`config.mk`:
```
export PLATFORM = sky130hd
export DESIGN_NAME = sfcf_flags
export DESIGN_NICKNAME = d
export VERILOG_FILES = /design/src/sfcf_pkg.sv /design/src/sfcf_flags.sv
export VERILOG_INCLUDE_DIRS = /design/src
export SDC_FILE = /design/constraint.sdc
export NUM_CORES = 1
export LEC_CHECK = 0
export BUFFER_PORTS_ARGS = -buffer_cell sky130_fd_sc_hd__buf_2
export CORE_AREA = 2 2 93 118
export CTS_CLUSTER_DIAMETER = 30
export CTS_CLUSTER_SIZE = 40
export DETAILED_ROUTE_END_ITERATION = 12
export DIE_AREA = 0 0 95 120
export PLACE_DENSITY = 0.8
export SKIP_CTS_REPAIR_TIMING = 1
export SLEW_MARGIN = 40
export SYNTH_ARGS = -nofsm -noshare
export SYNTH_HDL_FRONTEND = slang
export SYNTH_SLANG_ARGS = --single-unit
```
`constraint.sdc`:
```
create_clock -name pclk -period 3.1 [get_ports pclk]
set_input_delay 0.62 -clock pclk [delete_from_list [all_inputs] [get_ports pclk]]
set_output_delay 0.62 -clock pclk [all_outputs]
set_load 0.05 [all_outputs]
```
`src/sfcf_regs.svh`:
```
`ifndef SFCF_REGS_SVH
`define SFCF_REGS_SVH

////////////////////////////////////////////////////////////////////////////////
// register indices; byte address is index shifted by the word shift
`define SFCF_SUPPLY_IDX 8'h03
`define SFCF_CLOCK_IDX 8'h04
`define SFCF_IRQ_STAT_IDX 8'h08
`define SFCF_IRQ_MASK_IDX 8'h09
`define SFCF_LIVE_IDX 8'h0A
`define SFCF_WORD_SHIFT 2

////////////////////////////////////////////////////////////////////////////////
// reset values and fixed fields
`define SFCF_SUPPLY_RST 16'hFFFF
`define SFCF_CLOCK_RST 16'hFC07
`define SFCF_CLOCK_RSVD 16'hFC00
`define SFCF_CLOCK_FLAG_RST 3'h7
`define SFCF_IRQ_MASK_RST 32'h0000_0000
`define SFCF_IRQ_STAT_RST 32'h0000_0000
`define SFCF_IRQ_USED 32'h0007_FFFF
`define SFCF_IRQ_CLK_LSB 16

`endif

```
`src/sfcf_pkg.sv`:
```
`default_nettype none

package sfcf_pkg;

    // monitor fault indications, active high, ordered as the supply flag word
    typedef struct packed {
        logic analog_rail_overvoltage;
        logic analog_rail_undervoltage;
        logic io_rail_overvoltage;
        logic io_rail_undervoltage;
        logic digital_rail_overvoltage;
        logic digital_rail_undervoltage;
        logic analog_rail_oscillation;
        logic io_rail_oscillation;
        logic digital_rail_oscillation;
        logic analog_regulator_overtemp_warn;
        logic io_regulator_overtemp_warn;
        logic analog_regulator_current_limit;
        logic io_regulator_current_limit;
        logic analog_ground_a_open;
        logic analog_ground_b_open;
        logic digital_ground_open;
    } sfcf_supply_evt_t;

    // ordered as the low bits of the clock flag word
    typedef struct packed {
        logic main_clock_freq_fault;
        logic diag_oscillator_watchdog;
        logic main_clock_watchdog;
    } sfcf_clock_evt_t;

    typedef enum {
        sfcf_sel_none,
        sfcf_sel_supply,
        sfcf_sel_clock,
        sfcf_sel_irq_stat,
        sfcf_sel_irq_mask,
        sfcf_sel_live
    } sfcf_sel_t;

endpackage

`default_nettype wire

```
`src/sfcf_flags.sv`:
```
`timescale 1ns/1ps
`default_nettype none
`include "sfcf_regs.svh"

module sfcf_flags
    import sfcf_pkg::*;
#(
    parameter int ADDR_W = 12
) (
    // clock and reset
    input wire logic pclk,
    input wire logic presetn,
    // apb slave
    input wire logic psel,
    input wire logic penable,
    input wire logic pwrite,
    input wire logic [ADDR_W-1:0] paddr,
    input wire logic [31:0] pwdata,
    input wire logic [3:0] pstrb,
    output logic [31:0] prdata,
    output logic pready,
    output logic pslverr,
    // monitor fault levels, asynchronous
    input wire sfcf_supply_evt_t supply_fault,
    input wire sfcf_clock_evt_t clock_fault,
    // interrupt
    output logic irq
);

    ////////////////////////////////////////////////////////////////////////////
    // address map

    localparam logic [ADDR_W-1:0] SUPPLY_ADDR =
        ADDR_W'(`SFCF_SUPPLY_IDX) << `SFCF_WORD_SHIFT;
    localparam logic [ADDR_W-1:0] CLOCK_ADDR =
        ADDR_W'(`SFCF_CLOCK_IDX) << `SFCF_WORD_SHIFT;
    localparam logic [ADDR_W-1:0] IRQ_STAT_ADDR =
        ADDR_W'(`SFCF_IRQ_STAT_IDX) << `SFCF_WORD_SHIFT;
    localparam logic [ADDR_W-1:0] IRQ_MASK_ADDR =
        ADDR_W'(`SFCF_IRQ_MASK_IDX) << `SFCF_WORD_SHIFT;
    localparam logic [ADDR_W-1:0] LIVE_ADDR =
        ADDR_W'(`SFCF_LIVE_IDX) << `SFCF_WORD_SHIFT;

    function automatic sfcf_sel_t decode(input logic [ADDR_W-1:0] addr);
        sfcf_sel_t sel;
        sel = sfcf_sel_none;
        if (addr == SUPPLY_ADDR) begin
            sel = sfcf_sel_supply;
        end else if (addr == CLOCK_ADDR) begin
            sel = sfcf_sel_clock;
        end else if (addr == IRQ_STAT_ADDR) begin
            sel = sfcf_sel_irq_stat;
        end else if (addr == IRQ_MASK_ADDR) begin
            sel = sfcf_sel_irq_mask;
        end else if (addr == LIVE_ADDR) begin
            sel = sfcf_sel_live;
        end
        return sel;
    endfunction

    // expand byte strobes into a bit mask
    function automatic logic [31:0] lane_mask(input logic [3:0] strb);
        logic [31:0] m;
        m = 32'h0000_0000;
        for (int i = 0; i < 4; i++) begin
            m[i*8 +: 8] = {8{strb[i]}};
        end
        return m;
    endfunction

    ////////////////////////////////////////////////////////////////////////////
    // monitor synchronisers

    logic [15:0] sup_meta_r;
    logic [15:0] sup_sync_r;
    logic [2:0] clk_meta_r;
    logic [2:0] clk_sync_r;

    always_ff @(posedge pclk or negedge presetn) begin
        if (!presetn) begin
            sup_meta_r <= 16'h0000;
            sup_sync_r <= 16'h0000;
            clk_meta_r <= 3'h0;
            clk_sync_r <= 3'h0;
        end else begin
            sup_meta_r <= supply_fault;
            sup_sync_r <= sup_meta_r;
            clk_meta_r <= clock_fault;
            clk_sync_r <= clk_meta_r;
        end
    end

    ////////////////////////////////////////////////////////////////////////////
    // apb phases

    logic apb_setup;
    logic apb_access;
    logic wr_en;
    sfcf_sel_t acc_sel;
    logic [31:0] wr_bits;
    logic [31:0] wr_lanes;

    assign apb_setup = psel & ~penable;
    assign apb_access = psel & penable;
    assign wr_en = apb_access & pwrite;
    assign acc_sel = decode(paddr);
    assign wr_lanes = lane_mask(pstrb);
    assign wr_bits = pwdata & wr_lanes;
    // zero wait states: every access phase completes at once
    assign pready = apb_access;

    ////////////////////////////////////////////////////////////////////////////
    // fault flag registers

    logic [15:0] supply_r;
    logic [15:0] supply_nxt;
    logic [15:0] sup_clr;
    logic [2:0] clock_r;
    logic [2:0] clock_nxt;
    logic [2:0] clk_clr;
    logic [15:0] clock_word;

    assign sup_clr = (wr_en && acc_sel == sfcf_sel_supply) ? wr_bits[15:0] : 16'h0000;
    assign clk_clr = (wr_en && acc_sel == sfcf_sel_clock) ? wr_bits[2:0] : 3'h0;

    // written ones restore, zeros are ignored; a present fault beats the restore
    assign supply_nxt = (supply_r | sup_clr) & ~sup_sync_r;
    assign clock_nxt = (clock_r | clk_clr) & ~clk_sync_r;
    assign clock_word = `SFCF_CLOCK_RSVD | 16'(clock_r);

    always_ff @(posedge pclk or negedge presetn) begin
        if (!presetn) begin
            supply_r <= `SFCF_SUPPLY_RST;
        end else begin
            supply_r <= supply_nxt;
        end
    end

    always_ff @(posedge pclk or negedge presetn) begin
        if (!presetn) begin
            clock_r <= `SFCF_CLOCK_FLAG_RST;
        end else begin
            clock_r <= clock_nxt;
        end
    end

    ////////////////////////////////////////////////////////////////////////////
    // interrupt status and mask

    logic [31:0] evt_vec;
    logic [31:0] ist_r;
    logic [31:0] ist_nxt;
    logic [31:0] ist_clr;
    logic [31:0] mask_r;
    logic [31:0] mask_nxt;
    logic [31:0] mask_wm;
    logic irq_r;

    assign evt_vec = 32'(sup_sync_r) | (32'(clk_sync_r) << `SFCF_IRQ_CLK_LSB);
    assign ist_clr = (wr_en && acc_sel == sfcf_sel_irq_stat) ? wr_bits : 32'h0000_0000;
    // a new event wins over a same-cycle clear
    assign ist_nxt = ((ist_r & ~ist_clr) | evt_vec) & `SFCF_IRQ_USED;
    assign mask_wm = (wr_en && acc_sel == sfcf_sel_irq_mask) ? wr_lanes : 32'h0000_0000;
    assign mask_nxt = ((mask_r & ~mask_wm) | (pwdata & mask_wm)) & `SFCF_IRQ_USED;

    always_ff @(posedge pclk or negedge presetn) begin
        if (!presetn) begin
            ist_r <= `SFCF_IRQ_STAT_RST;
        end else begin
            ist_r <= ist_nxt;
        end
    end

    always_ff @(posedge pclk or negedge presetn) begin
        if (!presetn) begin
            mask_r <= `SFCF_IRQ_MASK_RST;
        end else begin
            mask_r <= mask_nxt;
        end
    end

    always_ff @(posedge pclk or negedge presetn) begin
        if (!presetn) begin
            irq_r <= 1'b0;
        end else begin
            irq_r <= |(ist_nxt & mask_nxt);
        end
    end

    assign irq = irq_r;

    ////////////////////////////////////////////////////////////////////////////
    // read path, captured in the setup phase

    logic [31:0] rd_mux;
    logic rd_err;
    logic [31:0] prdata_r;
    logic pslverr_r;

    always_comb begin
        rd_mux = 32'h0000_0000;
        rd_err = 1'b0;
        case (acc_sel)
            sfcf_sel_supply: begin
                rd_mux = 32'(supply_r);
            end
            sfcf_sel_clock: begin
                rd_mux = 32'(clock_word);
            end
            sfcf_sel_irq_stat: begin
                rd_mux = ist_r;
            end
            sfcf_sel_irq_mask: begin
                rd_mux = mask_r;
            end
            sfcf_sel_live: begin
                rd_mux = evt_vec;
            end
            default: begin
                rd_err = 1'b1;
            end
        endcase
    end

    always_ff @(posedge pclk or negedge presetn) begin
        if (!presetn) begin
            prdata_r <= 32'h0000_0000;
        end else if (apb_setup) begin
            prdata_r <= pwrite ? 32'h0000_0000 : rd_mux;
        end
    end

    always_ff @(posedge pclk or negedge presetn) begin
        if (!presetn) begin
            pslverr_r <= 1'b0;
        end else if (apb_setup) begin
            pslverr_r <= rd_err;
        end
    end

    assign prdata = prdata_r;
    assign pslverr = pslverr_r & apb_access;

    ////////////////////////////////////////////////////////////////////////////
    // checks

    logic out_of_reset_r;

    always_ff @(posedge pclk or negedge presetn) begin
        if (!presetn) begin
            out_of_reset_r <= 1'b0;
        end else begin
            out_of_reset_r <= 1'b1;
        end
    end

    supply_reset_a: assert property (
        @(posedge pclk) disable iff (!presetn)
        !out_of_reset_r |-> (supply_r == `SFCF_SUPPLY_RST)
    ) else $error("supply flags not all one after reset");

    clock_word_a: assert property (
        @(posedge pclk) disable iff (!presetn)
        (apb_setup && !pwrite && acc_sel == sfcf_sel_clock)
            |=> (prdata[15:0] & ~16'(`SFCF_CLOCK_FLAG_RST)) == `SFCF_CLOCK_RSVD
    ) else $error("clock register reserved bits read wrong");

    clock_reset_a: assert property (
        @(posedge pclk) disable iff (!presetn)
        !out_of_reset_r |-> (clock_word == `SFCF_CLOCK_RST)
    ) else $error("clock register not at reset value");

    supply_fault_a: assert property (
        @(posedge pclk) disable iff (!presetn)
        out_of_reset_r |=> ((supply_r & $past(sup_sync_r)) == 16'h0000)
    ) else $error("supply fault did not drive its flag low");

    clock_fault_a: assert property (
        @(posedge pclk) disable iff (!presetn)
        out_of_reset_r |=> ((clock_r & $past(clk_sync_r)) == 3'h0)
    ) else $error("clock fault did not drive its flag low");

    fault_clear_a: assert property (
        @(posedge pclk) disable iff (!presetn)
        (wr_en && acc_sel == sfcf_sel_supply)
            |=> ((~supply_r & $past(sup_clr) & ~$past(sup_sync_r)) == 16'h0000)
    ) else $error("written one did not restore supply flag");

    fault_hold_a: assert property (
        @(posedge pclk) disable iff (!presetn)
        out_of_reset_r |=> ((supply_r & ~$past(supply_r) & ~$past(sup_clr)) == 16'h0000)
    ) else $error("supply flag rose without a written one");

    clock_hold_a: assert property (
        @(posedge pclk) disable iff (!presetn)
        out_of_reset_r |=> ((clock_r & ~$past(clock_r) & ~$past(clk_clr)) == 3'h0)
    ) else $error("clock flag rose without a written one");

    event_sticky_a: assert property (
        @(posedge pclk) disable iff (!presetn)
        (evt_vec != 32'h0000_0000) |=> ((ist_r & $past(evt_vec)) == $past(evt_vec))
    ) else $error("event did not set interrupt status");

    irq_mask_a: assert property (
        @(posedge pclk) disable iff (!presetn)
        (mask_r == 32'h0000_0000) |-> !irq
    ) else $error("interrupt raised with all sources masked");

    slverr_map_a: assert property (
        @(posedge pclk) disable iff (!presetn)
        (apb_setup && acc_sel == sfcf_sel_none) |=> (pslverr && pready)
    ) else $error("unmapped address not answered with error");

    clock_clear_a: assert property (
        @(posedge pclk) disable iff (!presetn)
        (wr_en && acc_sel == sfcf_sel_clock)
            |=> ((~clock_r & $past(clk_clr) & ~$past(clk_sync_r)) == 3'h0)
    ) else $error("written one did not restore clock flag");

    supply_read_a: assert property (
        @(posedge pclk) disable iff (!presetn)
        (apb_setup && !pwrite && acc_sel == sfcf_sel_supply)
            |=> (prdata == 32'($past(supply_r)))
    ) else $error("supply read data differs from flags");

    upper_zero_a: assert property (
        @(posedge pclk) disable iff (!presetn)
        (apb_setup && !pwrite && (acc_sel == sfcf_sel_supply || acc_sel == sfcf_sel_clock))
            |=> (prdata[31:16] == 16'h0000)
    ) else $error("flag register upper half not zero");

    supply_cause_a: assert property (
        @(posedge pclk) disable iff (!presetn)
        out_of_reset_r |=> ((~supply_r & $past(supply_r) & ~$past(sup_sync_r)) == 16'h0000)
    ) else $error("supply flag fell without a fault");

    clock_cause_a: assert property (
        @(posedge pclk) disable iff (!presetn)
        out_of_reset_r |=> ((~clock_r & $past(clock_r) & ~$past(clk_sync_r)) == 3'h0)
    ) else $error("clock flag fell without a fault");

    irq_level_a: assert property (
        @(posedge pclk) disable iff (!presetn)
        out_of_reset_r |-> (irq == |(ist_r & mask_r))
    ) else $error("interrupt level disagrees with status and mask");

    status_clear_a: assert property (
        @(posedge pclk) disable iff (!presetn)
        (wr_en && acc_sel == sfcf_sel_irq_stat)
            |=> ((ist_r & $past(ist_clr) & ~$past(evt_vec)) == 32'h0000_0000)
    ) else $error("written one did not clear interrupt status");

    mapped_ok_a: assert property (
        @(posedge pclk) disable iff (!presetn)
        (apb_setup && acc_sel != sfcf_sel_none) |=> !pslverr
    ) else $error("mapped address answered with error");

    unmapped_zero_a: assert property (
        @(posedge pclk) disable iff (!presetn)
        (apb_setup && !pwrite && acc_sel == sfcf_sel_none) |=> (prdata == 32'h0000_0000)
    ) else $error("unmapped read returned data");

endmodule

`default_nettype wire

```
==> results_dict.tcl <==
set metrics [dict create \
    status "completed" \
    grt-ovfl-total 0 \
    drtPass1Iterations 5 \
    max-vdd-ir-drop_mv 0.4022 \
    crit_path_start_kind "primary input" \
    tightest_slew_ns 0.7156 \
    cts_root_buf "clkbuf_16" \
    worstReg2RegEnd "irq$_DFF_PN0_" \
    worstSetupEndpointType "flip-flop" \
    max_freq_mhz 338.6 \
    cts-buffers-inserted 17 \
    ys.flop_type "dfrtp_1" \
    path_cells "buf_2 -> or4_4 -> or2_1 -> nor3_4 -> buf_4 -> mux2_4 -> a22oi_1 -> nand4_1 -> or4_1" \
    grt_pass1_wl_mm 18.69 \
    rsz0062_at_grt "false" \
    io_pins 107 \
    dpl_cell_area_um2 5510 \
    syn_to_final_growth_pct 27.69 \
    routabilityCongestion 0.9236 \
    track_usage_pct 21.79 \
    dr_total_vias 3688 \
    synth.most_common_cell "dfrtp_1" \
    viasPerCell 5.546 \
    ys_ff_latch 116 \
    worstPathRequired_ns 3.37 \
    design_area_um2 6076 \
    core_um2 10350 \
    cp_slowest_cell "or4_4" \
    power_density_nw_per_um2 580.4 \
    wl_per_cell_um 17.57 \
    path_delay_family "simple AND/OR/NAND/NOR gates" \
    avgSynthCellArea_um2 11.72 \
    max-slew-margin-rel_pct 52.29 \
    synthArstFlopShare_pct 100.0 \
    start_util_pct 45.96 \
    min_period_ns 2.953 \
    antenna_found_initial 0 \
    critical_path_cell_count 9 \
    crit_type "primary input to flip-flop" \
    synth_edf_count 0 \
    drc 0 \
    p_leak_nw 2.710 \
    syn_inst 406 \
    cp_max_fo 5 \
    drt_iter0_drc 326 \
    dieArea_um2 11400 \
    htreeDepth 4 \
    cap_violations 0 \
    fin_skew_ns 0.006169 \
    min_path_type "primary input to asynchronous set/reset pin" \
    die_width_um 95 \
    ys_seq_area_share_pct 61.50 \
    antenna_left 0 \
    cp.arrival_ns 3.22 \
    critPathBufInv 2 \
    rr_worst_depth 4 \
    clk_path_buf_depth 2 \
    finalSetupViolCount 0 \
    yosysWarnings 0 \
    r2r_slack_ns 1.43 \
    netlist.area_leader.share_pct 51.01 \
    clock_latency_ns 0.40 \
    dp_hpwl_mm 8.007 \
    synth_cell_type_count 46 \
    r2r_start "mask_r[5]$_DFF_PN0_" \
    syn-cell-area_um2 4758 \
    grt_max_degree 56 \
    drive_above_1_share_pct 36.59 \
    hold_violations 0 \
    power_mw 3.527 \
    routed_wl_mm 11.69 \
    die_h_um 120 \
    cts_tree "built" \
    crit_path_max_incr_delay_ns 0.53 \
    grt_pass1_vias 3774 \
    fin_crit_sh_pct 95.26 \
    yosysTopAreaCell "dfrtp_1" \
    port_buffers 79 \
    fin_nets 592 \
    clock-sinks 116 \
    synth_common_cells "dfrtp_1, nand2_1, a21oi_1" \
    slew_viol_final 0 \
    rows 42 \
    fin_hold_ws_ns 0.2734 \
    synth.top_cells.by_area "dfrtp_1, dfstp_2, nand2_1" \
    antennaDiodeCount 0 \
    path_clk_slew_ns 0.05 \
]
==> per-layer routing <==
metal	global-route usage [%]	part of all wire (%)	vias up
met3	5.148	6.0	32
li1	-	-	1658
met2	35.11	52	170
met4	12.41	3.4	0
met1	26.57	39	1828
met5	0	0	-
==> worst max-delay path by stage <==
stage / startpoint / endpoint / slack [ns]
6_report: paddr[1] / irq$_DFF_PN0_ / 0.15
5_1_grt: paddr[1] / irq$_DFF_PN0_ / 0.09
4_1_cts: paddr[1] / irq$_DFF_PN0_ / 0.16
3_5_place_dp: paddr[1] / irq$_DFF_PN0_ / -0.26
3_3_place_gp: paddr[1] / irq$_DFF_PN0_ / -0.24
2_1_floorplan: paddr[1] / irq$_DFF_PN0_ / -0.16
==> stage by stage <==
stage	instances	TNS, ns	util (%)	setup slack (ns)
final	665	0	58.69	0.1471
after global routing	665	0	58.69	0.09173
after CTS	665	0	58.69	0.1564
after detailed placement	633	-0.2604	53.23	-0.2604
after global placement	633	-0.2445	53.23	-0.2445
after floorplan	418	-0.1619	-	-0.1619
==> layout make-up <==
| cell class | instances | area [um^2] |
|---|---|---|
| fill | 810 | 4277 |
| sequential | 116 | 2927 |
| multi-input combinational | 270 | 1724 |
| timing repair buffer | 112 | 683.2 |
| clock buffer | 23 | 488.0 |
| tap | 132 | 165.2 |
| clock inverter | 9 | 77.57 |
| inverter | 3 | 11.26 |
==> cell usage in the layout (no fill, tap or decap), types with 3 or more instances in the layout <==
cell and instances:
a21oi_1 27, clkbuf_16 17, a22oi_1 5, dfrtp_1 97
mux2_4 9, a222oi_1 3, mux2i_1 4, o21ai_0 16
nor3_2 4, mux2_2 10, a21o_1 18, conb_1 13
buf_12 3, a221oi_1 7, nand4_1 5, clkinvlp_4 3
a31oi_1 6, nor4_1 5, clkbuf_8 4, a22o_1 8
o21a_1 3, buf_4 31, or3_1 3, clkinv_2 5
dfstp_2 19, a221o_1 5, nor2_1 25, buf_2 78
nand3_1 3, inv_1 3, o21ai_1 3, nand2_1 63
==> power by group <==
part | switching (mW) | leakage [nW] | internal (mW)
Sequential | 0.0153 | 1.36 | 1.54
Clock | 0.633 | 0.275 | 1.18
Combinational | 0.112 | 1.08 | 0.0463
Total | 0.760 | 2.71 | 2.77
==> sequential cells by signal (all words and copies together), names as in the netlist <==
signal and count:
ist_r 19, mask_r 19, prdata 19, sup_meta_r 16
sup_sync_r 16, supply_r 16, clk_meta_r 3, clk_sync_r 3
clock_r 3, irq 1, pslverr_r 1
==> cells by family after synthesis <==
kind of cell / share of synthesized area (%)
muxes: 5.338
buffers and inverters: 4.102
xor gates and xnor gates: 0.1841
and+or+nand+nor: 13.83
AOI/OAI and AO/OA: 14.96
other: 0.07881
DFF: 61.50
Power figures use the tool's default switching activity.
